### src/shared/sew_defines.svh
// constants of the serial eeprom write engine
`ifndef SEW_DEFINES_SVH
`define SEW_DEFINES_SVH

// ----------------------------------------
// device address byte
// ----------------------------------------
`define SEW_TYPE_ARRAY   4'ha
`define SEW_TYPE_PARAM   4'hb
`define SEW_RW_BIT       0
`define SEW_TYPE_MSB     7
`define SEW_TYPE_LSB     4

// ----------------------------------------
// word address and data fields
// ----------------------------------------
`define SEW_REGION_MSB   2
`define SEW_REGION_LSB   1
`define SEW_REGION_PAGE  2'h0
`define SEW_REGION_LOCK  2'h2
`define SEW_LOCK_BIT     1
`define SEW_PAGE_BYTES   7'h40
`define SEW_BYTE_BITS    4'h8

// ----------------------------------------
// timing
// ----------------------------------------
`define SEW_CLK_PERIOD_NS 5
`define SEW_PROG_TIME_NS  1000000
`define SEW_PROG_CYCLES   (`SEW_PROG_TIME_NS / `SEW_CLK_PERIOD_NS)

`endif

### src/shared/sew_pkg.sv
// types of the serial eeprom write engine
package sew_pkg;

	typedef enum logic [1:0] {
		SEW_K_ARRAY,
		SEW_K_PARAM,
		SEW_K_LOCK,
		SEW_K_NONE
	} sew_kind_t;

	typedef struct packed {
		sew_kind_t   kind;
		logic [13:0] addr;
		logic [7:0]  data;
	} sew_wr_t;

	typedef enum logic [3:0] {
		SEW_IDLE,
		SEW_DEVADDR,
		SEW_ACK_DEV,
		SEW_ADDR_HI,
		SEW_ACK_HI,
		SEW_ADDR_LO,
		SEW_ACK_LO,
		SEW_DATA,
		SEW_ACK_DATA,
		SEW_PROG
	} sew_st_t;

	typedef struct packed {
		logic            scl_s1;
		logic            scl_s2;
		logic            scl_d;
		logic            sda_s1;
		logic            sda_s2;
		logic            sda_d;
		logic [3:0]      pin_s1;
		logic [3:0]      pin_s2;
		sew_st_t         st;
		logic [3:0]      bitcnt;
		logic [7:0]      shift;
		logic [7:0]      ahi;
		sew_kind_t       kind;
		logic [13:0]     addr;
		logic            first;
		logic            ack_go;
		logic            drive;
		logic            lock_arm;
		logic [63:0]     mask;
		logic [63:0][7:0] page;
		logic [6:0]      idx;
		logic [23:0]     tmr;
	} sew_eng_t;

	typedef struct packed {
		sew_wr_t [1:0] slot;
		logic [1:0]    cnt;
		logic          wr;
		logic          rd;
	} sew_buf_t;

endpackage : sew_pkg

### src/hdl/sew_write_engine.sv
// two-wire eeprom target, write side: byte, page, parameter page and lock
// ----------------------------------------
`timescale 1ns/1ps
`include "sew_defines.svh"
module sew_write_engine #(
	parameter int PROG_CYCLES = `SEW_PROG_CYCLES
) (
	input  wire logic        clock_i,
	input  wire logic        sys_rst_i,
	input  wire logic        scl_i,
	input  wire logic        sda_i,
	output logic             sda_o,
	output logic             sda_oe_o,
	input  wire logic        strap_address_bit0_i,
	input  wire logic        strap_address_bit1_i,
	input  wire logic        strap_address_bit2_i,
	input  wire logic        write_guard_i,
	input  wire logic        lock_state_i,
	output logic             busy_o,
	output logic             nv_valid_o,
	input  wire logic        nv_ready_i,
	output sew_pkg::sew_wr_t nv_word_o
);
	import sew_pkg::*;

	// ----------------------------------------
	// helpers
	// ----------------------------------------
	function automatic logic dev_match(input logic [7:0] b, input logic [2:0] strap);
		logic [3:0] ty;
		ty = b[`SEW_TYPE_MSB:`SEW_TYPE_LSB];
		return ((ty == `SEW_TYPE_ARRAY) || (ty == `SEW_TYPE_PARAM)) &&
			(b[3:1] == strap) && !b[`SEW_RW_BIT];
	endfunction : dev_match

	function automatic logic [13:0] page_inc(input logic [13:0] a);
		return {a[13:6], 6'(a[5:0] + 6'h1)};
	endfunction : page_inc

	sew_eng_t q;
	sew_eng_t next_q;
	logic     scl_rise;
	logic     scl_fall;
	logic     start_evt;
	logic     stop_evt;
	logic     byte_done;
	logic     launchable;
	logic     guard;
	logic     push_valid;
	logic     push_ready;
	sew_wr_t  push_word;
	logic     prog_done;

	// ----------------------------------------
	// bus events, taken from the second sync stage and its delayed copy
	// ----------------------------------------
	assign scl_rise   = q.scl_s2 & ~q.scl_d;
	assign scl_fall   = ~q.scl_s2 & q.scl_d;
	assign start_evt  = q.scl_s2 & q.scl_d & q.sda_d & ~q.sda_s2;
	assign stop_evt   = q.scl_s2 & q.scl_d & ~q.sda_d & q.sda_s2;
	assign byte_done  = scl_fall && (q.bitcnt == `SEW_BYTE_BITS);
	assign launchable = (|q.mask) | q.lock_arm;
	assign guard      = q.pin_s2[3];

	// ----------------------------------------
	// program sequencer feeding the buffer
	// ----------------------------------------
	assign push_valid = (q.st == SEW_PROG) &&
		(q.lock_arm || (!q.idx[6] && q.mask[q.idx[5:0]]));
	always_comb begin
		push_word.kind = q.lock_arm ? SEW_K_LOCK : q.kind;
		push_word.addr = {q.addr[13:6], q.idx[5:0]};
		push_word.data = q.lock_arm ? 8'h02 : q.page[q.idx[5:0]];
	end
	// words still go to the array after the timer has stopped at its end count; a slow port stretches the cycle
	assign prog_done = (q.tmr == 24'(PROG_CYCLES - 1)) && q.idx[6] && !q.lock_arm;

	sew_buf2 u_buf (
		.clock_i     (clock_i),
		.sys_rst_i   (sys_rst_i),
		.in_valid_i  (push_valid),
		.in_ready_o  (push_ready),
		.in_word_i   (push_word),
		.out_valid_o (nv_valid_o),
		.out_ready_i (nv_ready_i),
		.out_word_o  (nv_word_o)
	);

	// ----------------------------------------
	// protocol engine
	// ----------------------------------------
	always_comb begin
		next_q        = q;
		next_q.scl_s1 = scl_i;
		next_q.scl_s2 = q.scl_s1;
		next_q.scl_d  = q.scl_s2;
		next_q.sda_s1 = sda_i;
		next_q.sda_s2 = q.sda_s1;
		next_q.sda_d  = q.sda_s2;
		next_q.pin_s1 = {write_guard_i, strap_address_bit2_i, strap_address_bit1_i,
			strap_address_bit0_i};
		next_q.pin_s2 = q.pin_s1;
		if (q.st == SEW_PROG) begin
			// bus is deaf here: starts, stops and bytes all dropped
			if (q.tmr != 24'(PROG_CYCLES - 1)) begin
				next_q.tmr = 24'(q.tmr + 24'h1);
			end
			if (q.lock_arm) begin
				if (push_ready) begin
					next_q.lock_arm = 1'b0;
				end
			end else if (!q.idx[6] && (!q.mask[q.idx[5:0]] || push_ready)) begin
				next_q.idx = 7'(q.idx + 7'h1);
			end
			if (prog_done) begin
				next_q.st   = SEW_IDLE;
				next_q.mask = '0;
			end
		end else if (start_evt) begin
			next_q.st       = SEW_DEVADDR;
			next_q.bitcnt   = 4'h0;
			next_q.drive    = 1'b0;
			next_q.mask     = '0;
			next_q.lock_arm = 1'b0;
		end else if (stop_evt) begin
			next_q.drive = 1'b0;
			// a stop needs scl high, so the tenth rise has already shifted in a low bit
			if (q.st == SEW_DATA && q.bitcnt == 4'h1 && !q.shift[0] && launchable) begin
				next_q.st  = SEW_PROG;
				next_q.idx = 7'h0;
				next_q.tmr = 24'h0;
			end else begin
				next_q.st       = SEW_IDLE;
				next_q.mask     = '0;
				next_q.lock_arm = 1'b0;
			end
		end else begin
			unique case (q.st)
				SEW_IDLE: begin
				end
				SEW_DEVADDR, SEW_ADDR_HI, SEW_ADDR_LO, SEW_DATA: begin
					if (scl_rise && q.bitcnt != `SEW_BYTE_BITS) begin
						next_q.shift  = {q.shift[6:0], q.sda_s2};
						next_q.bitcnt = 4'(q.bitcnt + 4'h1);
					end else if (byte_done) begin
						next_q.ack_go = 1'b1;
						unique case (q.st)
							SEW_DEVADDR: begin
								next_q.ack_go = dev_match(q.shift, q.pin_s2[2:0]);
								next_q.kind   = q.shift[4] ? SEW_K_PARAM : SEW_K_ARRAY;
								next_q.st     = SEW_ACK_DEV;
							end
							SEW_ADDR_HI: begin
								next_q.ahi = q.shift;
								next_q.st  = SEW_ACK_HI;
							end
							SEW_ADDR_LO: begin
								next_q.st    = SEW_ACK_LO;
								next_q.first = 1'b1;
								next_q.mask  = '0;
								if (q.kind == SEW_K_ARRAY) begin
									next_q.addr = {q.ahi[5:0], q.shift};
								end else begin
									next_q.addr = {8'h00, q.shift[5:0]};
									unique case (q.ahi[`SEW_REGION_MSB:`SEW_REGION_LSB])
										`SEW_REGION_PAGE: next_q.kind = SEW_K_PARAM;
										`SEW_REGION_LOCK: next_q.kind = SEW_K_LOCK;
										default:          next_q.kind = SEW_K_NONE;
									endcase
								end
							end
							default: begin
								next_q.st    = SEW_ACK_DATA;
								next_q.first = 1'b0;
								next_q.addr  = page_inc(q.addr);
								unique case (q.kind)
									SEW_K_ARRAY, SEW_K_PARAM: begin
										// first byte nacks under guard, later ones ack
										next_q.ack_go = !(guard && q.first) &&
											!(q.kind == SEW_K_PARAM && lock_state_i);
										if (!guard && !(q.kind == SEW_K_PARAM && lock_state_i)) begin
											next_q.page[q.addr[5:0]] = q.shift;
											next_q.mask[q.addr[5:0]] = 1'b1;
										end
									end
									SEW_K_LOCK: begin
										next_q.ack_go = q.first && !guard && !lock_state_i &&
											q.shift[`SEW_LOCK_BIT];
										next_q.lock_arm = q.first && !guard && !lock_state_i &&
											q.shift[`SEW_LOCK_BIT];
									end
									SEW_K_NONE: begin
										next_q.ack_go = 1'b0;
									end
								endcase
							end
						endcase
					end
				end
				SEW_ACK_DEV, SEW_ACK_HI, SEW_ACK_LO, SEW_ACK_DATA: begin
					if (scl_fall) begin
						next_q.drive  = 1'b0;
						next_q.bitcnt = 4'h0;
						if (!q.ack_go) begin
							next_q.st       = SEW_IDLE;
							next_q.mask     = '0;
							next_q.lock_arm = 1'b0;
						end else begin
							unique case (q.st)
								SEW_ACK_DEV: next_q.st = SEW_ADDR_HI;
								SEW_ACK_HI:  next_q.st = SEW_ADDR_LO;
								default:     next_q.st = SEW_DATA;
							endcase
						end
					end else begin
						next_q.drive = q.ack_go;
					end
				end
				SEW_PROG: begin
				end
			endcase
		end
	end

	always_ff @(posedge clock_i or posedge sys_rst_i) begin
		if (sys_rst_i) begin
			q <= '0;
		end else begin
			q <= next_q;
		end
	end

	// open drain: only ever pull low
	assign sda_o    = 1'b0;
	assign sda_oe_o = q.drive;
	assign busy_o   = (q.st == SEW_PROG);
endmodule : sew_write_engine

### src/hdl/sew_buf2.sv
// two-entry buffer between the program sequencer and the array port
`timescale 1ns/1ps
module sew_buf2 (
	input  wire logic            clock_i,
	input  wire logic            sys_rst_i,
	input  wire logic            in_valid_i,
	output logic                 in_ready_o,
	input  wire sew_pkg::sew_wr_t in_word_i,
	output logic                 out_valid_o,
	input  wire logic            out_ready_i,
	output sew_pkg::sew_wr_t     out_word_o
);
	import sew_pkg::*;

	sew_buf_t q;
	sew_buf_t next_q;
	logic     push;
	logic     pop;

	assign in_ready_o  = (q.cnt != 2'h2);
	assign out_valid_o = (q.cnt != 2'h0);
	assign out_word_o  = q.slot[q.rd];
	assign push        = in_valid_i & in_ready_o;
	assign pop         = out_valid_o & out_ready_i;

	always_comb begin
		next_q = q;
		if (push) begin
			next_q.slot[q.wr] = in_word_i;
			next_q.wr         = ~q.wr;
		end
		if (pop) begin
			next_q.rd = ~q.rd;
		end
		next_q.cnt = 2'(q.cnt + {1'b0, push} - {1'b0, pop});
	end

	always_ff @(posedge clock_i or posedge sys_rst_i) begin
		if (sys_rst_i) begin
			q <= '0;
		end else begin
			q <= next_q;
		end
	end
endmodule : sew_buf2

### config.mk
export PLATFORM = sky130hd
export DESIGN_NAME = sew_write_engine
export DESIGN_NICKNAME = d
export VERILOG_FILES = /design/src/shared/sew_pkg.sv /design/src/hdl/sew_write_engine.sv /design/src/hdl/sew_buf2.sv
export VERILOG_INCLUDE_DIRS = /design/src /design/src/shared
export SDC_FILE = /design/constraint.sdc
export NUM_CORES = 2
export LEC_CHECK = 0
export BUFFER_PORTS_ARGS = -buffer_cell sky130_fd_sc_hd__buf_4
export CAP_MARGIN = 20
export CORE_ASPECT_RATIO = 0.5
export CORE_MARGIN = 5
export CORE_UTILIZATION = 57
export CTS_CLUSTER_SIZE = 28
export DETAILED_ROUTE_END_ITERATION = 6
export PLACE_DENSITY = 0.77
export SETUP_SLACK_MARGIN = 0.4
export SLEW_MARGIN = 25
export SYNTH_ARGS = -nofsm -noshare
export SYNTH_HDL_FRONTEND = slang
export SYNTH_SLANG_ARGS = --single-unit
### constraint.sdc
create_clock -name clock_i -period 19.9 [get_ports clock_i]
set_input_delay 0 -clock clock_i [delete_from_list [all_inputs] [get_ports clock_i]]
set_output_delay 0 -clock clock_i [all_outputs]
set_load 0.02 [all_outputs]
== After elaboration in Yosys (flattened, before gate mapping) ==
Cells that the tools add are included.
Operators by class
  equal/unequal tests: 42
  muxes and demuxes: 73
  bitwise operators: 23
  $lt $le $gt $ge: 6
  $add $sub $neg: 6
  reductions and logical operators: 62
Operators by type and width (count)
  two-way mux 577 bit: 2
  two-way mux 576 bit: 2
  bitwise mux 512 bit: 1
  two-way mux 512 bit: 1
  two-way mux 65 bit: 4
  two-way mux 66 bit: 2
  one-hot mux 65 bit (2 select lines): 1
  one-hot mux 64 bit (2 select lines): 1
  two-way mux 31 bit: 4
  two-way mux 24 bit: 4
  two-way mux 64 bit: 1
  bitwise OR 64 bit: 1
  OR reduction 64 bit: 1
  two-way mux 12 bit: 5
  two-way mux 26 bit: 2
  binary-select mux 8 bit (select 6 bit): 1
  bitwise mux 48 bit: 1
  demux 8 bit (select 6 bit): 1
  two-way mux 8 bit: 6
  two-way mux 38 bit: 1
  != test 5 bit (second input constant): 7
  two-way mux 34 bit: 1
  one-hot mux 15 bit (2 select lines): 1
  two-way mux 4 bit: 7
  other kinds (60): 154
Storage, ports and cells
  bits in registers: 717
  output and inout bits: 28
  bits of input ports: 10
  logic and storage cells: 307

== Depth between registers and ports, before layout ==
  depth in word-level cells: 14
  mapped depth: 13

== Cells and area by module ==
Synthesis repeated with hierarchy kept, for this count alone.
Second synthesis, totals
  cells, all modules: 2298
  area, all modules: 33090.5 µm²
By module, submodules not included
  sew_write_engine: area each 30606.9 µm², cells each 2147, instances 1
  sew_buf2: area each 2483.6 µm², cells each 151, instances 1

== Worst setup path after synthesis ==
Ideal clock, no wire load.
  kind: register -> register
  start: register q (netlist bit push_word[8])
  end: register u_buf.q[3] (netlist name)
  library setup time: 0.123 ns
  arrival time: 2.635 ns
  slack: 17.142 ns
  stages on the path, launching flop included: 12
  path buffers: 2
  cells stage by stage: dfrtp_1 -> buf_2 -> mux4_2 -> mux2_2 -> o22ai_2 -> o32ai_2 -> a21oi_4 -> inv_2 -> buf_2 -> ha_1 -> xnor2_1 -> xnor2_1
RTL lines
  from (decl): RTL line sew_write_engine.sv:40  | sew_eng_t q;
  from (signal assigned): RTL line sew_write_engine.sv:229  | q <= next_q;
  to (signal assigned): RTL line sew_buf2.sv:42  | q <= next_q;
  to (decl): RTL line sew_buf2.sv:15  | sew_buf_t q;

==> out/results.ini <==
[status]
outcome = complete, no violations

[routing]
met3_length_mm = 6.60
drt-met1-wl_mm = 36.3
first_pass_iters = 5
num_vias = 21500
vias_per_cell = 6.55
top_layer = met4
finalWirelength_mm = 81.4
wl_per_cell_um = 24.8
ant_nets = 0
drt_iter0_markers = 2356
wl_met2_mm = 36.6
drc = 0

[synthesis]
yosysUniqueCellTypes = 79
syn-num-nets = 2521
synth_top_cell_by_area = dfrtp_1
ys_warn_count = 0
synth_top_area_share_pct = 52.9
synth_edf_count = 0
synth_area_um2 = 33800
synthTopCellsByArea = dfrtp_1 53%, mux2_2 18%, mux4_2 8.7%, nor2_2 1.8%, nand2_1 1.5%
synth_area_per_cell_um2 = 13.5
synthArstFlopShare_pct = 100
synth_seq_cells = 715
syn_inst = 2503
yosysSeqAreaShare_pct = 52.9
synthFlopType = dfrtp_1

[power_and_ir_drop]
clkPwrFrac_pct = 40.3
powerDensity_nw_per_um2 = 87.8
p_int_mw = 2.35
ir_worst_vdd_v = 0.000102
p_sw_uw = 869
swShare_pct = 27.0
p_seq_share_pct = 47.7
p_total_mw = 3.22
p_comb_share_pct = 12.0
leakage_nw = 16.7

[sta]
finalMaxSlewViolations = 0
fin_skew_ns = 0.0223
rsz0062_at_grt = false
max_freq_mhz = 218
setup_viol_count_final = 0
timing.final.ws_setup_ns = 15.31
fin_crit_ns = 4.59
hold_viol = 0
fin_hold_ws_ns = 0.0117
max_slew_margin_pct = 27.0
finalSetupTns_ns = 0
worst_pin_slew_ns = 1.09
fin_crit_sh_pct = 23.0

[finish]
drive_gt1_share_pct = 40.0
most-common-layout-cells = 703 x dfrtp_1, 553 x mux2_2, 131 x nand2_1, 131 x mux4_2, 97 x nor2_2
antenna_cells = 0
synthToLayoutAreaGrowth_pct = 8.36
fin_nets = 2472
fin_util_pct = 62.1
mostFrequentLayoutCell = dfrtp_1

[critical_path]
crit_type = flip-flop to flip-flop
cp-start-kind = flip-flop
cp.required_ns = 20.42
worstReg2RegStart = push_word[9]$_DFFE_PP0P_
reg2reg_depth = 11
rr_endpoint = u_buf.q[3]$_DFF_PP0_
arrival_ns = 5.11
end_kind = flip-flop
r2r_slack_ns = 15.31
path_max_fanout = 57

[clock_tree]
cts_buffers = 67
clk_latency_ns = 0.60
cts_buffer_depth = 3
cts_root_buf = clkbuf_16
clock_sinks = 715
cts.clk_slew.worst_paths_ns = 0.06
cts_tree = built
post-cts-setup-buffers = 0
htreeDepth = 3

[place]
dp_slack_ns = 15.36
port_buffers = 36
dpl.hpwl_mm = 50.4
place_congestion = 0.870

[floorplan]
die_w_um = 354
die-area_um2 = 64600
io_pins = 38
fp.coreArea_um2 = 59000
fp-row-count = 63
die_h_um = 182
start_util_pct = 57.3

[job]
cap_violations = 0

[global_route]
antenna_found_initial = 0
grt_usage_pct = 25.6
grt_pass1_vias = 22100
grt_overflow = 0
grt_pass1_wl_mm = 131
grt_max_degree = 173

[min_path]
hold_path.class = input pin to async pin

## worst max-delay path, stage by stage (launching register included)
cell	delay, ns
dfrtp_4	0.79
buf_4	0.83
mux4_2	0.42
mux2i_1	0.18
nand2_1	0.09
o22ai_2	0.26
o32ai_2	0.17
a21oi_4	0.77
inv_2	0.32
ha_1	0.31
xnor2_1	0.16
xnor2_1	0.14
## stage by stage
stage               cell area [um^2]  instances
floorplan                      33800       2503
global placement               34300       3155
detailed placement             34300       3155
CTS                            36600       3281
global route                   36600       3282
finish                         36600       3282
## state kept, by name (all words and copies together), names as in the netlist
| register | count |
|---|---|
| q | 639 |
| u_buf.q | 52 |
| push_word | 14 |
| next_q | 8 |
| guard | 1 |
| sda_oe_o | 1 |
## metal layers
layer,vias to the layer above,global-route usage [%]
li1,9163,-
met2,848,38.3
met3,157,5.70
met1,11300,38.3
met4,0,6.63
met5,-,0
## repair_timing
| action | CTS | global route |
|---|---|---|
| endpoints found under the hold margin | 32 | 0 |
| gates resized for setup | 0 | 0 |
| hold buffers | 9 | 0 |
| endpoints found under the setup margin | 0 | 0 |
## kinds of logic after synthesis
| family | Yosys count | share of synthesized area [%] |
|---|---|---|
| buffers and inverters | 215 | 3.35 |
| other | 1 | 0.0111 |
| flip-flops | 715 | 52.9 |
| XOR/XNOR | 31 | 0.803 |
| AND/OR/NAND/NOR | 488 | 7.65 |
| multiplexers | 724 | 28.3 |
| adder cells (fa/ha/maj) | 8 | 0.296 |
| AO/OA/AOI/OAI | 321 | 6.62 |
## worst max-delay path by stage
stage                        startpoint  cells past startpoint  slack (ns)              endpoint
6_report       push_word[9]$_DFFE_PP0P_                     11       15.31  u_buf.q[3]$_DFF_PP0_
5_1_grt        push_word[9]$_DFFE_PP0P_                     11       15.10  u_buf.q[3]$_DFF_PP0_
4_1_cts        push_word[9]$_DFFE_PP0P_                     11       15.33  u_buf.q[3]$_DFF_PP0_
3_5_place_dp   push_word[9]$_DFFE_PP0P_                     11       15.36  u_buf.q[3]$_DFF_PP0_
3_3_place_gp   push_word[9]$_DFFE_PP0P_                     10       15.44  u_buf.q[3]$_DFF_PP0_
2_1_floorplan                 sys_rst_i                      1       10.11       guard$_DFF_PP0_
## cell usage after synthesis, types with 13 or more instances
cell type  instances
and3_1            13
inv_1             18
a21oi_1           26
mux4_2           131
o21ai_0           56
and2_1            21
clkbuf_1         119
o22ai_1           19
nor3_1            15
xnor2_1           22
mux2i_1           40
nand3_1           25
a31oi_1           71
nor2_2            96
buf_2             35
o211ai_1          20
nor4_1            22
a22oi_1           52
nand4_1           22
mux2_2           553
nand2_1          131
nor2_1            76
dfrtp_1          715
## power groups by stage
| stage | clock (mW) | combinational (mW) | sequential, mW |
|---|---|---|---|
| 2_1_floorplan | 0 | 0.346 | 1.51 |
| 3_3_place_gp | 0 | 0.380 | 1.56 |
| 6_report | 1.30 | 0.386 | 1.53 |
| 3_5_place_dp | 0 | 0.383 | 1.56 |
| 4_1_cts | 1.31 | 0.384 | 1.53 |
| 5_1_grt | 1.38 | 0.417 | 1.54 |
## cell type report
| type | count | area (um^2) |
|---|---|---|
| clock buffers | 94 | 1970 |
| multi-input cells | 1573 | 14800 |
| repair buffers | 76 | 657 |
| fillers | 4317 | 22300 |
| well taps | 780 | 976 |
| clock inverters | 23 | 235 |
| flip-flops and latches | 715 | 17900 |
| inverters | 21 | 82.6 |
Power figures use the tool's default switching activity.
